<file path="src/rtl/wdrc_pkg.sv">
// package for the watchdog and reset control block
package wdrc_pkg;
  // register byte addresses on the avalon bus
  localparam logic [3:0] WDRC_ADDR_CTRL   = 4'h0;
  localparam logic [3:0] WDRC_ADDR_CAUSE  = 4'h4;
  localparam logic [3:0] WDRC_ADDR_STAT   = 4'h8;
  // control field positions and reset values
  localparam int         WDRC_GUARD_LSB   = 3;
  localparam logic [7:0] WDRC_CTRL_RST    = 8'h53;
  localparam logic [4:0] WDRC_GUARD_EN_A  = 5'h0a;
  localparam logic [4:0] WDRC_GUARD_EN_B  = 5'h15;
  // cause register bit positions
  localparam int         WDRC_BIT_WDC     = 0;
  localparam int         WDRC_BIT_LOW     = 2;
  localparam int         WDRC_BIT_RSTREG  = 3;
  // status register bit positions
  localparam int         WDRC_BIT_EXPIRY  = 0;
  localparam int         WDRC_BIT_PDOWN   = 1;
  // core clock and slow oscillator
  localparam int         WDRC_CLK_HZ      = 20000000;
  localparam int         WDRC_SLOW_HZ     = 32000;
  // software reset delay in microseconds, and in core cycles
  localparam int         WDRC_SRST_US     = 16;
  localparam int         WDRC_SRST_CYC    =
    (WDRC_SRST_US * (WDRC_CLK_HZ / 1000000));
  // pulse width of the reset outputs in cycles
  localparam logic [3:0] WDRC_RST_PULSE   = 4'h4;
  // bus carrier
  typedef struct packed {
    logic [3:0] address;
    logic       read;
    logic       write;
    logic [7:0] writedata;
  } wdrc_bus_s;
  // reset action kinds
  typedef enum logic [1:0] {
    WDRC_ACT_NONE = 2'b00,
    WDRC_ACT_FULL = 2'b01,
    WDRC_ACT_PCSP = 2'b10
  } wdrc_act_e;
endpackage : wdrc_pkg

</file>
<file path="src/rtl/wdrc_top.sv">
// watchdog timer with reset cause flags and reset generation
`timescale 1ns/1ps
//////////////////////////////////////////////////////////////////////////////
// Operation
// - watchdog counts only while guard field holds 01010 or 10101
// - any other guard code resets the device after a fixed delay, sets flag
// - guard field powers up at 01010 so the watchdog runs
// - period codes 000..110 select ratios 2^8,10,12,14,15,16,17
// - longest time-out uses ratio 2^18 of the slow clock
// - control cause flag set by illegal guard reset, cleared by zero write or power-on reset
// - overflow while running gives full reset and sets expiry flag
// - overflow in sleep or idle sets expiry, resets only pc and sp
// - counter cleared by illegal guard write, clear instruction, power-down
// - both the clear and the power-down instruction clear the counter by software instruction
// - cause register bits 7..4 and 1 read as zero
// - power-on reset forces the program counter to zero
// - power-on sets all port data and control registers high
// - low-supply detection triggers a full device reset
// - counter runs from the slow oscillator divided by selected ratio
// - power-down sets power-down flag, clears expiry, clears watchdog
// - power-down flag cleared on power-up and by the clear instruction
module wdrc_top
  import wdrc_pkg::*;
#(
  parameter int SRST_CYC = WDRC_SRST_CYC
)(
  // clock and power-on reset
  input  wire logic       core_clk,
  input  wire logic       sys_rst,
  // avalon-mm slave
  input  wire logic [3:0] avs_address,
  input  wire logic       avs_read,
  input  wire logic       avs_write,
  input  wire logic [7:0] avs_writedata,
  output logic      [7:0] avs_readdata,
  output logic            avs_waitrequest,
  // pins and core events
  input  wire logic       slow_clk_pin,
  input  wire logic       low_supply_pin,
  input  wire logic       clear_instr,
  input  wire logic       power_down_instr,
  input  wire logic       low_power_mode,
  // reset actions
  output logic            full_reset_r,
  output logic            pcsp_reset_r,
  output logic            power_on_init_r
);

  //////////////////////////////////////////////////////////////////////////
  // input synchronisers; first stage feeds only the second
  logic [1:0] slow_sync_r;
  logic [1:0] low_sync_r;
  logic       slow_prev_r;
  logic       low_prev_r;
  logic       slow_tick;
  logic       low_event;

  always_ff @(posedge core_clk)
  begin
    if (sys_rst)
    begin
      slow_sync_r <= 2'h0;
      low_sync_r  <= 2'h0;
      slow_prev_r <= 1'b0;
      low_prev_r  <= 1'b0;
    end
    else
    begin
      slow_sync_r <= {slow_sync_r[0], slow_clk_pin};
      low_sync_r  <= {low_sync_r[0], low_supply_pin};
      slow_prev_r <= slow_sync_r[1];
      low_prev_r  <= low_sync_r[1];
    end
  end

  // rising edges; low supply gives one full reset per drop
  assign slow_tick = slow_sync_r[1] & ~slow_prev_r;
  assign low_event = low_sync_r[1] & ~low_prev_r;

  //////////////////////////////////////////////////////////////////////////
  // bus decode; one wait cycle so readdata comes from a flip-flop
  wdrc_bus_s bus;
  logic      ack;
  logic      ctrl_wr;
  logic      cause_wr;

  assign bus      = {avs_address, avs_read, avs_write, avs_writedata};
  assign ack      = ~avs_waitrequest;
  assign ctrl_wr  = bus.write & ack & (bus.address == WDRC_ADDR_CTRL);
  assign cause_wr = bus.write & ack & (bus.address == WDRC_ADDR_CAUSE);

  // waitrequest drops for one cycle per access, straight from a flop
  always_ff @(posedge core_clk)
  begin
    if (sys_rst)
      avs_waitrequest <= 1'b1;
    else
      avs_waitrequest <= ~((bus.read | bus.write) & avs_waitrequest);
  end

  //////////////////////////////////////////////////////////////////////////
  // control register
  logic [7:0] ctrl_r;
  logic [4:0] guard;
  logic [2:0] period_select;
  logic       guard_ok;

  assign guard         = ctrl_r[7:WDRC_GUARD_LSB];
  assign period_select = ctrl_r[2:0];
  assign guard_ok      = (guard == WDRC_GUARD_EN_A) ||
                         (guard == WDRC_GUARD_EN_B);

  always_ff @(posedge core_clk)
  begin
    if (sys_rst)
      ctrl_r <= WDRC_CTRL_RST;
    else if (ctrl_wr)
      ctrl_r <= bus.writedata;
  end

  //////////////////////////////////////////////////////////////////////////
  // divider length: index of the top bit of the ratio
  logic [4:0] top_bit;

  always_comb
  begin
    unique case (period_select)
      3'h0: top_bit = 5'h08;
      3'h1: top_bit = 5'h0a;
      3'h2: top_bit = 5'h0c;
      3'h3: top_bit = 5'h0e;
      3'h4: top_bit = 5'h0f;
      3'h5: top_bit = 5'h10;
      3'h6: top_bit = 5'h11;
      3'h7: top_bit = 5'h12;
    endcase
  end

  //////////////////////////////////////////////////////////////////////////
  // watchdog counter; overflow when the selected bit is reached
  logic [18:0] wdt_cnt_r;
  logic        overflow;
  logic        wdt_clear;

  assign overflow  = guard_ok & slow_tick & wdt_cnt_r[top_bit];
  assign wdt_clear = clear_instr | power_down_instr | ~guard_ok
                     | overflow;

  always_ff @(posedge core_clk)
  begin
    if (sys_rst)
      wdt_cnt_r <= 19'h0;
    else if (wdt_clear)
      wdt_cnt_r <= 19'h0;
    else if (slow_tick)
      wdt_cnt_r <= wdt_cnt_r + 19'h1;
  end

  //////////////////////////////////////////////////////////////////////////
  // software reset delay from an illegal guard code
  logic [31:0] srst_cnt_r;
  logic        srst_fire;

  assign srst_fire = ~guard_ok && (srst_cnt_r == 32'(SRST_CYC - 1));

  always_ff @(posedge core_clk)
  begin
    if (sys_rst || guard_ok)
      srst_cnt_r <= 32'h0;
    else if (!srst_fire)
      srst_cnt_r <= srst_cnt_r + 32'h1;
  end

  //////////////////////////////////////////////////////////////////////////
  // reset cause flags; hardware set wins over software clear
  logic wdc_flag_r;
  logic low_flag_r;
  logic rstreg_flag_r;

  always_ff @(posedge core_clk)
  begin
    if (sys_rst)
      wdc_flag_r <= 1'b0;
    else if (srst_fire)
      wdc_flag_r <= 1'b1;
    else if (cause_wr && !bus.writedata[WDRC_BIT_WDC])
      wdc_flag_r <= 1'b0;
  end

  always_ff @(posedge core_clk)
  begin
    if (sys_rst)
      low_flag_r <= 1'b0;
    else if (low_event)
      low_flag_r <= 1'b1;
    else if (cause_wr && !bus.writedata[WDRC_BIT_LOW])
      low_flag_r <= 1'b0;
  end

  // register-control reset source lives elsewhere; flag only cleared here
  always_ff @(posedge core_clk)
  begin
    if (sys_rst)
      rstreg_flag_r <= 1'b0;
    else if (cause_wr && !bus.writedata[WDRC_BIT_RSTREG])
      rstreg_flag_r <= 1'b0;
  end

  //////////////////////////////////////////////////////////////////////////
  // status flags: expiry and power-down
  logic expiry_r;
  logic pdown_r;

  always_ff @(posedge core_clk)
  begin
    if (sys_rst)
      expiry_r <= 1'b0;
    else if (overflow)
      expiry_r <= 1'b1;
    else if (power_down_instr)
      expiry_r <= 1'b0;
  end

  always_ff @(posedge core_clk)
  begin
    if (sys_rst)
      pdown_r <= 1'b0;
    else if (power_down_instr)
      pdown_r <= 1'b1;
    else if (clear_instr)
      pdown_r <= 1'b0;
  end

  //////////////////////////////////////////////////////////////////////////
  // reset action selection and pulse stretch
  wdrc_act_e  act;
  logic [3:0] pulse_cnt_r;
  wdrc_act_e  pulse_kind_r;

  always_comb
  begin
    if (srst_fire || low_event || (overflow && !low_power_mode))
      act = WDRC_ACT_FULL;
    else if (overflow)
      act = WDRC_ACT_PCSP;
    else
      act = WDRC_ACT_NONE;
  end

  always_ff @(posedge core_clk)
  begin
    if (sys_rst)
    begin
      pulse_cnt_r  <= 4'h0;
      pulse_kind_r <= WDRC_ACT_NONE;
    end
    else if (act != WDRC_ACT_NONE)
    begin
      pulse_cnt_r  <= WDRC_RST_PULSE;
      pulse_kind_r <= act;
    end
    else if (pulse_cnt_r != 4'h0)
      pulse_cnt_r  <= pulse_cnt_r - 4'h1;
  end

  // registered reset outputs; power-on init held while sys_rst is high
  always_ff @(posedge core_clk)
  begin
    if (sys_rst)
    begin
      full_reset_r    <= 1'b1;
      pcsp_reset_r    <= 1'b0;
      power_on_init_r <= 1'b1;
    end
    else
    begin
      full_reset_r    <= (pulse_cnt_r != 4'h0) &&
                         (pulse_kind_r == WDRC_ACT_FULL);
      pcsp_reset_r    <= (pulse_cnt_r != 4'h0) &&
                         (pulse_kind_r == WDRC_ACT_PCSP);
      power_on_init_r <= 1'b0;
    end
  end

  //////////////////////////////////////////////////////////////////////////
  // read data, captured during the wait cycle, valid on the acknowledge cycle
  always_ff @(posedge core_clk)
  begin
    if (sys_rst)
      avs_readdata <= 8'h0;
    else if (bus.read && !ack)
    begin
      unique case (bus.address)
        WDRC_ADDR_CTRL:  avs_readdata <= ctrl_r;
        WDRC_ADDR_CAUSE: avs_readdata <= {4'h0, rstreg_flag_r, low_flag_r,
                                          1'b0, wdc_flag_r};
        WDRC_ADDR_STAT:  avs_readdata <= {6'h0, pdown_r, expiry_r};
        default:         avs_readdata <= 8'h0;
      endcase
    end
  end

  //////////////////////////////////////////////////////////////////////////
  // checks
  guard_reset_a: assert property (@(posedge core_clk) disable iff (sys_rst)
    srst_fire |-> ##1 wdc_flag_r ##1 full_reset_r)
    else $error("illegal guard did not reset and flag");
  count_gate_a: assert property (@(posedge core_clk) disable iff (sys_rst)
    !guard_ok |=> wdt_cnt_r == 19'h0)
    else $error("watchdog counted with illegal guard");
  sleep_kind_a: assert property (@(posedge core_clk) disable iff (sys_rst)
    overflow && low_power_mode && !srst_fire && !low_event
      |-> ##2 pcsp_reset_r && !full_reset_r)
    else $error("sleep overflow gave wrong reset");
  run_kind_a: assert property (@(posedge core_clk) disable iff (sys_rst)
    overflow && !low_power_mode |=> expiry_r ##1 full_reset_r)
    else $error("run overflow missing full reset");
  pdown_flags_a: assert property (@(posedge core_clk) disable iff (sys_rst)
    power_down_instr && !overflow |=> pdown_r && !expiry_r
      && wdt_cnt_r == 19'h0)
    else $error("power-down effects missing");
  pdown_clear_a: assert property (@(posedge core_clk) disable iff (sys_rst)
    clear_instr && !power_down_instr |=> !pdown_r)
    else $error("clear did not drop power-down flag");
  cause_zero_a: assert property (@(posedge core_clk) disable iff (sys_rst)
    !avs_waitrequest |-> !(avs_address == WDRC_ADDR_CAUSE && avs_read)
      || (avs_readdata[7:4] == 4'h0 && !avs_readdata[1]))
    else $error("unimplemented cause bits not zero");
  low_reset_a: assert property (@(posedge core_clk) disable iff (sys_rst)
    low_event |=> low_flag_r ##1 full_reset_r)
    else $error("low supply did not reset");
  wdc_hold_a: assert property (@(posedge core_clk) disable iff (sys_rst)
    wdc_flag_r && !(cause_wr && !avs_writedata[WDRC_BIT_WDC])
      |=> wdc_flag_r)
    else $error("control cause flag dropped without write");
endmodule : wdrc_top

</file>
<file path="config.mk">
export PLATFORM = sky130hd
export DESIGN_NAME = wdrc_top
export DESIGN_NICKNAME = d
export VERILOG_FILES = /design/src/rtl/wdrc_pkg.sv /design/src/rtl/wdrc_top.sv
export SDC_FILE = /design/constraint.sdc
export NUM_CORES = 1
export LEC_CHECK = 0
export BUFFER_PORTS_ARGS = -buffer_cell sky130_fd_sc_hd__buf_2
export CAP_MARGIN = 20
export CORE_MARGIN = 3
export CORE_UTILIZATION = 52
export DETAILED_ROUTE_END_ITERATION = 10
export PLACE_DENSITY = 0.73
export SYNTH_ARGS = -nofsm -noshare
export SYNTH_HDL_FRONTEND = slang
export SYNTH_SLANG_ARGS = --single-unit
</file>
<file path="constraint.sdc">
create_clock -name core_clk -period 2.3 [get_ports core_clk]
set_input_delay 0.46 -clock core_clk [delete_from_list [all_inputs] [get_ports core_clk]]
set_output_delay 0.46 -clock core_clk [all_outputs]
set_load 0.02 [all_outputs]
</file>
==> metrics.log, run 1 <==
[metrics] biggest fanout along the worst timing path: 4
[metrics] number of hold violations in the final report: 0
[metrics] Reg2Reg Launch Point: top_bit[1]$_DFF_P_
[metrics] final design utilization: 0.631
[metrics] DRC marker count from the first detailed-route iteration: 112
[metrics] number of maximum-capacitance violations: 0
[metrics] worst setup slack for register-to-register paths: 0.22 ns
[metrics] stage delay of the slowest cell on the critical path: 0.55 ns
[metrics] initial antenna violation count: 0
[metrics] number of flip-flops and latches in the synthesized netlist: 92
[metrics] Min-Delay Endpoint: low_sync_r[0]$_SDFF_PP0_
[metrics] post-synthesis net count: 466
[metrics] worst max-slew margin expressed relative to the limit: 0.670
[metrics] vias in the first global route: 3006
[metrics] Top Ports: 33
[metrics] Detail Route Antenna Nets: 0
[metrics] number of synthesized flops with an enable pin: 0
[metrics] Setup Fix Bufs, Post-CTS: 0
[metrics] Main synth FF type: dfxtp_1
[metrics] Leakage: 1.79 nW
[metrics] slowest CP cell: or4b_4
[metrics] type of the most critical hold path: primary input to register
[metrics] outcome: completed
[metrics] Final min period: 2.18 ns
[metrics] sort of element at the end of the critical path: register
[metrics] Crit Reg-Reg Endpoint: pulse_kind_r[1]$_SDFFE_PP0P_
[metrics] Total Nets Final: 519
[metrics] FFs w/ async S/R, synth: 0
[metrics] DR vias/cell: 5.46
[metrics] top achievable clock speed: 458 MHz
[metrics] critical path's top delay family: simple AND/OR/NAND/NOR gates
[metrics] P per Cell Area: 676 nW/um^2
[metrics] top cells by area, synth: dfxtp_1, nor2_1, xnor2_1
[metrics] clock root cell: clkbuf_8
[metrics] final period utilization: 0.950
[metrics] area overhead of the layout relative to synthesis: 14.6%
[metrics] detailed placement HPWL: 5940 um
[metrics] number of buffers inserted for hold repair after clock tree synthesis: 0
[metrics] Clock Pin Slew Worst Setup and Hold Paths: 0.10 ns
[metrics] starting utilization of the core area: 0.550
[metrics] kind of start point of the critical path: primary input
[metrics] hold wc startpoint: low_supply_pin
[metrics] FP Rows: 31
[metrics] count of yosys warnings during synthesis: 0
[metrics] first-pass detailed-route iteration total: 4
[metrics] Hold Path Stages: 2
[metrics] clock latency on the worst-skew pair: 0.37 ns
[metrics] ordered cell list for the critical path: buf_2 -> or3_4 -> or4b_4 -> mux2i_1 -> nand2_1 -> inv_1 -> ha_2 -> or3_1 -> o21a_1
[metrics] path depth of the worst reg2reg path: 7
[metrics] number of pins with negative max-slew slack in the final report: 0
[metrics] number of design rule violations left after detail routing: 0
[metrics] number of buffers on the longest clock path: 2
[metrics] wire length of the first global-routing pass: 13700 um
[metrics] # setup viols final: 0
[metrics] area fraction of the dominant cell type after synthesis: 0.449
[metrics] wire length after detailed routing: 8200 um
[metrics] width of the chip: 94.8 um
[metrics] pre-CTS setup slack: -0.240 ns
[metrics] distinct cell type count after synthesis: 52
[metrics] ant diodes: 0
[metrics] final worst-path setup slack: 0.116 ns
[metrics] category of the most critical setup path: primary input to register
[metrics] # H-tree levels: 3
[metrics] routed wire length per instance: 13.7 um
[metrics] most frequent cell after synthesis: dfxtp_1
[metrics] setup skew after layout: 0.00936 ns
[metrics] total via count after detailed routing: 3261
[metrics] most frequent cells after synthesis: dfxtp_1, nor2_1, nand2_1, xnor2_1
[metrics] buffering stage count on the worst path with inverters included: 2
[metrics] cell accounting for the most synthesized area: dfxtp_1
[metrics] TritonCTS clock tree: built
[metrics] Synth Area per Inst: 9.31 um^2
[metrics] unrepaired setup endpoints after global routing: false
[metrics] Die Footprint: 8980 um^2
[metrics] clk sinks: 92
[metrics] required time reported for the critical path endpoint: 2.56 ns
[metrics] Placeable Area: 7450 um^2
[metrics] actual slew at the worst max-slew pin: 0.491 ns
[metrics] post-synth design cell area: 4100 um^2
[metrics] global placer's final weighted congestion: 0.821
[metrics] post-cts gate resize count: 0
[metrics] total gr overflow: 0
[metrics] fill cell instance count of the final layout: 638
[metrics] Max IR drop VDD: 0.000299 V
[metrics] total track usage: 0.195
[metrics] die height: 94.8 um
[metrics] share of the yosys chip area belonging to registers: 0.449
[metrics] pin count of the biggest net entering global routing: 20
[metrics] layout cells sized above 1: 0.187
[metrics] Worst Path Arrival: 2.45 ns
[metrics] IO Port Bufs: 32
[metrics] number of buffers created by CTS: 9
[metrics] Post-Syn Instances: 440
[metrics] overall power consumption: 3.17 mW
## how the worst max path moves through the flow
stage | from | endpoint | slack (ns) | depth (start not counted)
6_report | avs_address[1] | top_bit[2]$_DFF_P_ | 0.12 | 9
5_1_grt | top_bit[0]$_SDFF_PP0_ | pulse_kind_r[0]$_SDFFE_PP0P_ | 0.05 | 7
4_1_cts | avs_address[1] | top_bit[2]$_DFF_P_ | 0.13 | 9
3_5_place_dp | avs_address[1] | top_bit[2]$_DFF_P_ | -0.24 | 9
3_3_place_gp | avs_address[1] | top_bit[2]$_DFF_P_ | -0.19 | 9
2_1_floorplan | avs_address[1] | top_bit[2]$_DFF_P_ | -0.17 | 9
## kinds of logic (layout without fill, tap and decap cells)
kind of cell             Yosys count  in the layout  share of synthesized area
AND/OR/NAND/NOR                  210            210                      0.267
flip-flops                        92             92                      0.449
AO/OA/AOI/OAI                     42             42                     0.0681
XOR/XNOR                          41             41                     0.0876
buffers and inverters             26             84                     0.0345
multiplexers                      24             24                     0.0776
adder cells (fa/ha/maj)            5              5                     0.0153
## per-stage QoR
stage               hold WS, ns  cell area (um^2)  std cells  TNS, ns
finish                    0.303              4700        597        0
detailed placement        0.421              4460        581   -0.751
CTS                       0.283              4700        597        0
floorplan                 0.414              4100        440   -0.267
global placement          0.417              4460        581   -0.535
global route              0.293              4700        597        0
## placed cells by master (no fill, tap or decap), types with 3 or more instances in the layout
cell	n
nand4_1	7
a22oi_1	6
and4_1	3
nor2b_1	9
dfxtp_1	92
and3_1	9
xnor2_1	22
nand2_1	29
a31o_2	5
nor2_1	74
or3_1	6
o21ai_0	6
a21oi_1	17
nand2b_1	4
buf_2	32
nor4_1	8
inv_6	3
nor4b_1	3
nor3b_1	4
and2_1	3
mux2i_1	16
xor2_1	19
mux4_1	3
nor3_1	18
mux2_2	3
clkbuf_8	10
buf_4	23
ha_1	4
nand3_1	19
inv_1	12
## registers in the layout, summed over array words and instances, names as in the netlist, 4 cells and up
signal and flops:
srst_cnt_r 32, ctrl_r 8, top_bit 5, avs_readdata 8, wdt_cnt_r 19, pulse_cnt_r 4
## layout make-up
| class | instances | area, um^2 | area share |
|---|---|---|---|
| repair buffers | 55 | 333 | 0.0709 |
| well taps | 99 | 124 | 0.0264 |
| flip-flops and latches | 92 | 1840 | 0.392 |
| clock inverters | 6 | 93.8 | 0.0200 |
| inverters | 13 | 48.8 | 0.0104 |
| multi-input cells | 322 | 2120 | 0.451 |
| clock buffers | 10 | 138 | 0.0293 |
## power by group
part           leakage, nW  switching (mW)  total [mW]  internal, mW
Combinational        0.931           0.143       0.259         0.116
Sequential           0.745          0.0291        1.66          1.63
Clock                0.114           0.599        1.25         0.654
Total                 1.79           0.772        3.17          2.40
## metal layers
metal,track usage,wire length (um)
met2,0.309,3760
met1,0.251,3880
met3,0.0614,425
met5,0,0
met4,0.0697,142
(Power assumes the default switching activity.)
==> inputs of run 2 (changes only) <==
--- a/config.mk
+++ b/config.mk
@@ -10,6 +10,7 @@
 export CORE_MARGIN = 3
 export CORE_UTILIZATION = 52
 export DETAILED_ROUTE_END_ITERATION = 10
+export GPL_TIMING_DRIVEN = 0
 export PLACE_DENSITY = 0.73
 export SYNTH_ARGS = -nofsm -noshare
 export SYNTH_HDL_FRONTEND = slang
==> metrics.log, run 2 (same netlist as run 1, synthesis figures left out) <==
[metrics] stage delay of the slowest cell on the critical path: 0.56 ns
[metrics] layout cells sized above 1: 0.183
[metrics] pin count of the biggest net entering global routing: 17
[metrics] total gr overflow: 0
[metrics] kind of start point of the critical path: primary input
[metrics] initial antenna violation count: 0
[metrics] number of buffers created by CTS: 9
[metrics] ordered cell list for the critical path: buf_6 -> or3_4 -> or4b_4 -> buf_12 -> mux2i_1 -> nand2_1 -> inv_2 -> ha_4 -> or3_4 -> o21a_1
[metrics] biggest fanout along the worst timing path: 7
[metrics] area of the multi-input gates: 2140 um^2
[metrics] final cell area excluding filler cells: 4700 um^2
[metrics] clock root cell: clkbuf_8
[metrics] total track usage: 0.190
[metrics] total stage count of the critical path: 10
[metrics] Clock Pin Slew Worst Setup and Hold Paths: 0.09 ns
[metrics] sort of element at the end of the critical path: register
[metrics] starting utilization of the core area: 0.550
[metrics] Detail Route Antenna Nets: 0
[metrics] unrepaired setup endpoints after global routing: true
[metrics] Final min period: 2.30 ns
[metrics] area overhead of the layout relative to synthesis: 14.7%
[metrics] Placeable Area: 7450 um^2
[metrics] top achievable clock speed: 434 MHz
[metrics] number of maximum-capacitance violations: 0
[metrics] routed wire length per instance: 13.8 um
[metrics] FP Rows: 31
[metrics] Top reg by flops: srst_cnt_r
[metrics] number of flip-flops under the largest register name: 32
[metrics] slowest CP cell: or4b_4
[metrics] outcome: finished with violations
[metrics] buffering stage count on the worst path with inverters included: 3
[metrics] library cell appearing most often on the critical path: or3_4
[metrics] category of the most critical setup path: primary input to register
[metrics] overall power consumption: 2.94 mW
[metrics] aggregate negative setup slack: -0.00182 ns
[metrics] area of placed instances: 4380 um^2
[metrics] number of hold violations in the final report: 0
[metrics] Top Ports: 33
[metrics] actual slew at the worst max-slew pin: 0.602 ns
[metrics] # setup viols final: 1
[metrics] FF/Latch Area: 1840 um^2
[metrics] Total Nets Final: 519
[metrics] DR vias/cell: 5.37
[metrics] Max IR drop VDD: 0.000387 V
[metrics] wire length of the first global-routing pass: 13700 um
[metrics] TritonCTS clock tree: built
[metrics] Worst Path Arrival: 2.56 ns
[metrics] clk sinks: 92
[metrics] IO Port Bufs: 31
[metrics] DRC marker count from the first detailed-route iteration: 148
[metrics] wire length after detailed routing: 8260 um
[metrics] total via count after detailed routing: 3206
[metrics] commonest non-fill, non-tap cell in the layout: dfxtp_1
[metrics] Leakage: 1.77 nW
[metrics] detailed placement HPWL: 5810 um
[metrics] P per Cell Area: 626 nW/um^2
[metrics] final period utilization: 1.00
[metrics] number of buffers on the longest clock path: 2
[metrics] setup skew after layout: 0.0160 ns
[metrics] Hold Path Stages: 3
[metrics] violations in the final reports: negative setup slack
[metrics] clock latency on the worst-skew pair: 0.37 ns
[metrics] Die Footprint: 8980 um^2
[metrics] number of design rule violations left after detail routing: 0
[metrics] fill cell instance count of the final layout: 675
[metrics] critical path's top delay family: simple AND/OR/NAND/NOR gates
[metrics] pre-CTS setup slack: -0.419 ns
[metrics] vias in the first global route: 3037
[metrics] width of the chip: 94.8 um
[metrics] worst max-slew margin expressed relative to the limit: 0.595
[metrics] required time reported for the critical path endpoint: 2.56 ns
[metrics] type of the most critical hold path: primary input to register
[metrics] path depth of the worst reg2reg path: 7
[metrics] final worst-path setup slack: -0.00182 ns
[metrics] die height: 94.8 um
[metrics] largest registers: srst_cnt_r: 32 flops, wdt_cnt_r: 19 flops
[metrics] ant diodes: 0
[metrics] commonest cells after routing, fill and taps aside: dfxtp_1, nor2_1, buf_2
[metrics] global placer's final weighted congestion: 0.822
[metrics] first-pass detailed-route iteration total: 5
[metrics] # H-tree levels: 3
[metrics] number of pins with negative max-slew slack in the final report: 0
-- run 2: cell types whose count changed in the layout (fill, tap and decap cells not counted), moves of 2 or more --
cell and delta:
inv_6 -3, buf_6 +2, clkinv_4 +4, bufinv_16 -2
buf_4 -11, clkbuf_2 +2, clkbuf_1 +2, buf_1 +2
-- run 2: cell type report --
class                           instances  share of cell area
Tap cell                               99              0.0264
Clock inverter                          6              0.0107
Timing Repair Buffer                   42              0.0533
Inverter                               13              0.0104
Buffer                                 13              0.0224
Multi-Input combinational cell        322               0.456
Clock buffer                           10              0.0293
Sequential cell                        92               0.392
-- run 2: per-stage QoR --
step	hold slack [ns]	utilization	cells
2_1_floorplan	0.414	-	440
3_3_place_gp	0.423	0.589	570
3_5_place_dp	0.428	0.589	570
4_1_cts	0.301	0.616	586
5_1_grt	0.312	0.631	597
6_report	0.307	0.631	597
-- run 2: repair_timing --
item | CTS | global route
hold buffers | 0 | 0
pin swaps | 0 | 6
gates resized for setup | 3 | 7
setup buffers | 0 | 11
setup endpoints to repair | 9 | 40
endpoints found under the hold margin | 0 | 0
-- run 2: report_power, final --
part	switching (mW)	internal (mW)
combinational	0.139	0.119
clock	0.591	0.430
sequential	0.0280	1.63
total	0.759	2.18
-- run 2: metal layers --
layer,share of wire,up-vias,GRT usage
met3,0.052,10,0.0446
met5,0,-,0
met1,0.48,1481,0.255
met2,0.45,69,0.304
met4,0.015,0,0.0601
li1,-,1646,-
-- run 2: final timing paths --
check / from / end / slack, ns
max: avs_address[0] / top_bit[2]$_DFF_P_ / -0.002
min: avs_writedata[4] / ctrl_r[4]$_SDFFE_PP1N_ / 0.31
max reg2reg: ctrl_r[6]$_SDFFE_PP1N_ / srst_cnt_r[11]$_SDFFE_PP0N_ / 0.10
min reg2reg: slow_sync_r[0]$_SDFF_PP0_ / slow_sync_r[1]$_SDFF_PP0_ / 0.44
-- run 2: worst register-to-register path, cell delays in order (launching register included) --
cell and delay, ns:
dfxtp_1 0.41, nor4bb_1 0.30, mux2_2 0.33, nor4_4 0.10
buf_4 0.17, nor4_4 0.40, a21oi_1 0.16, a31o_2 0.23
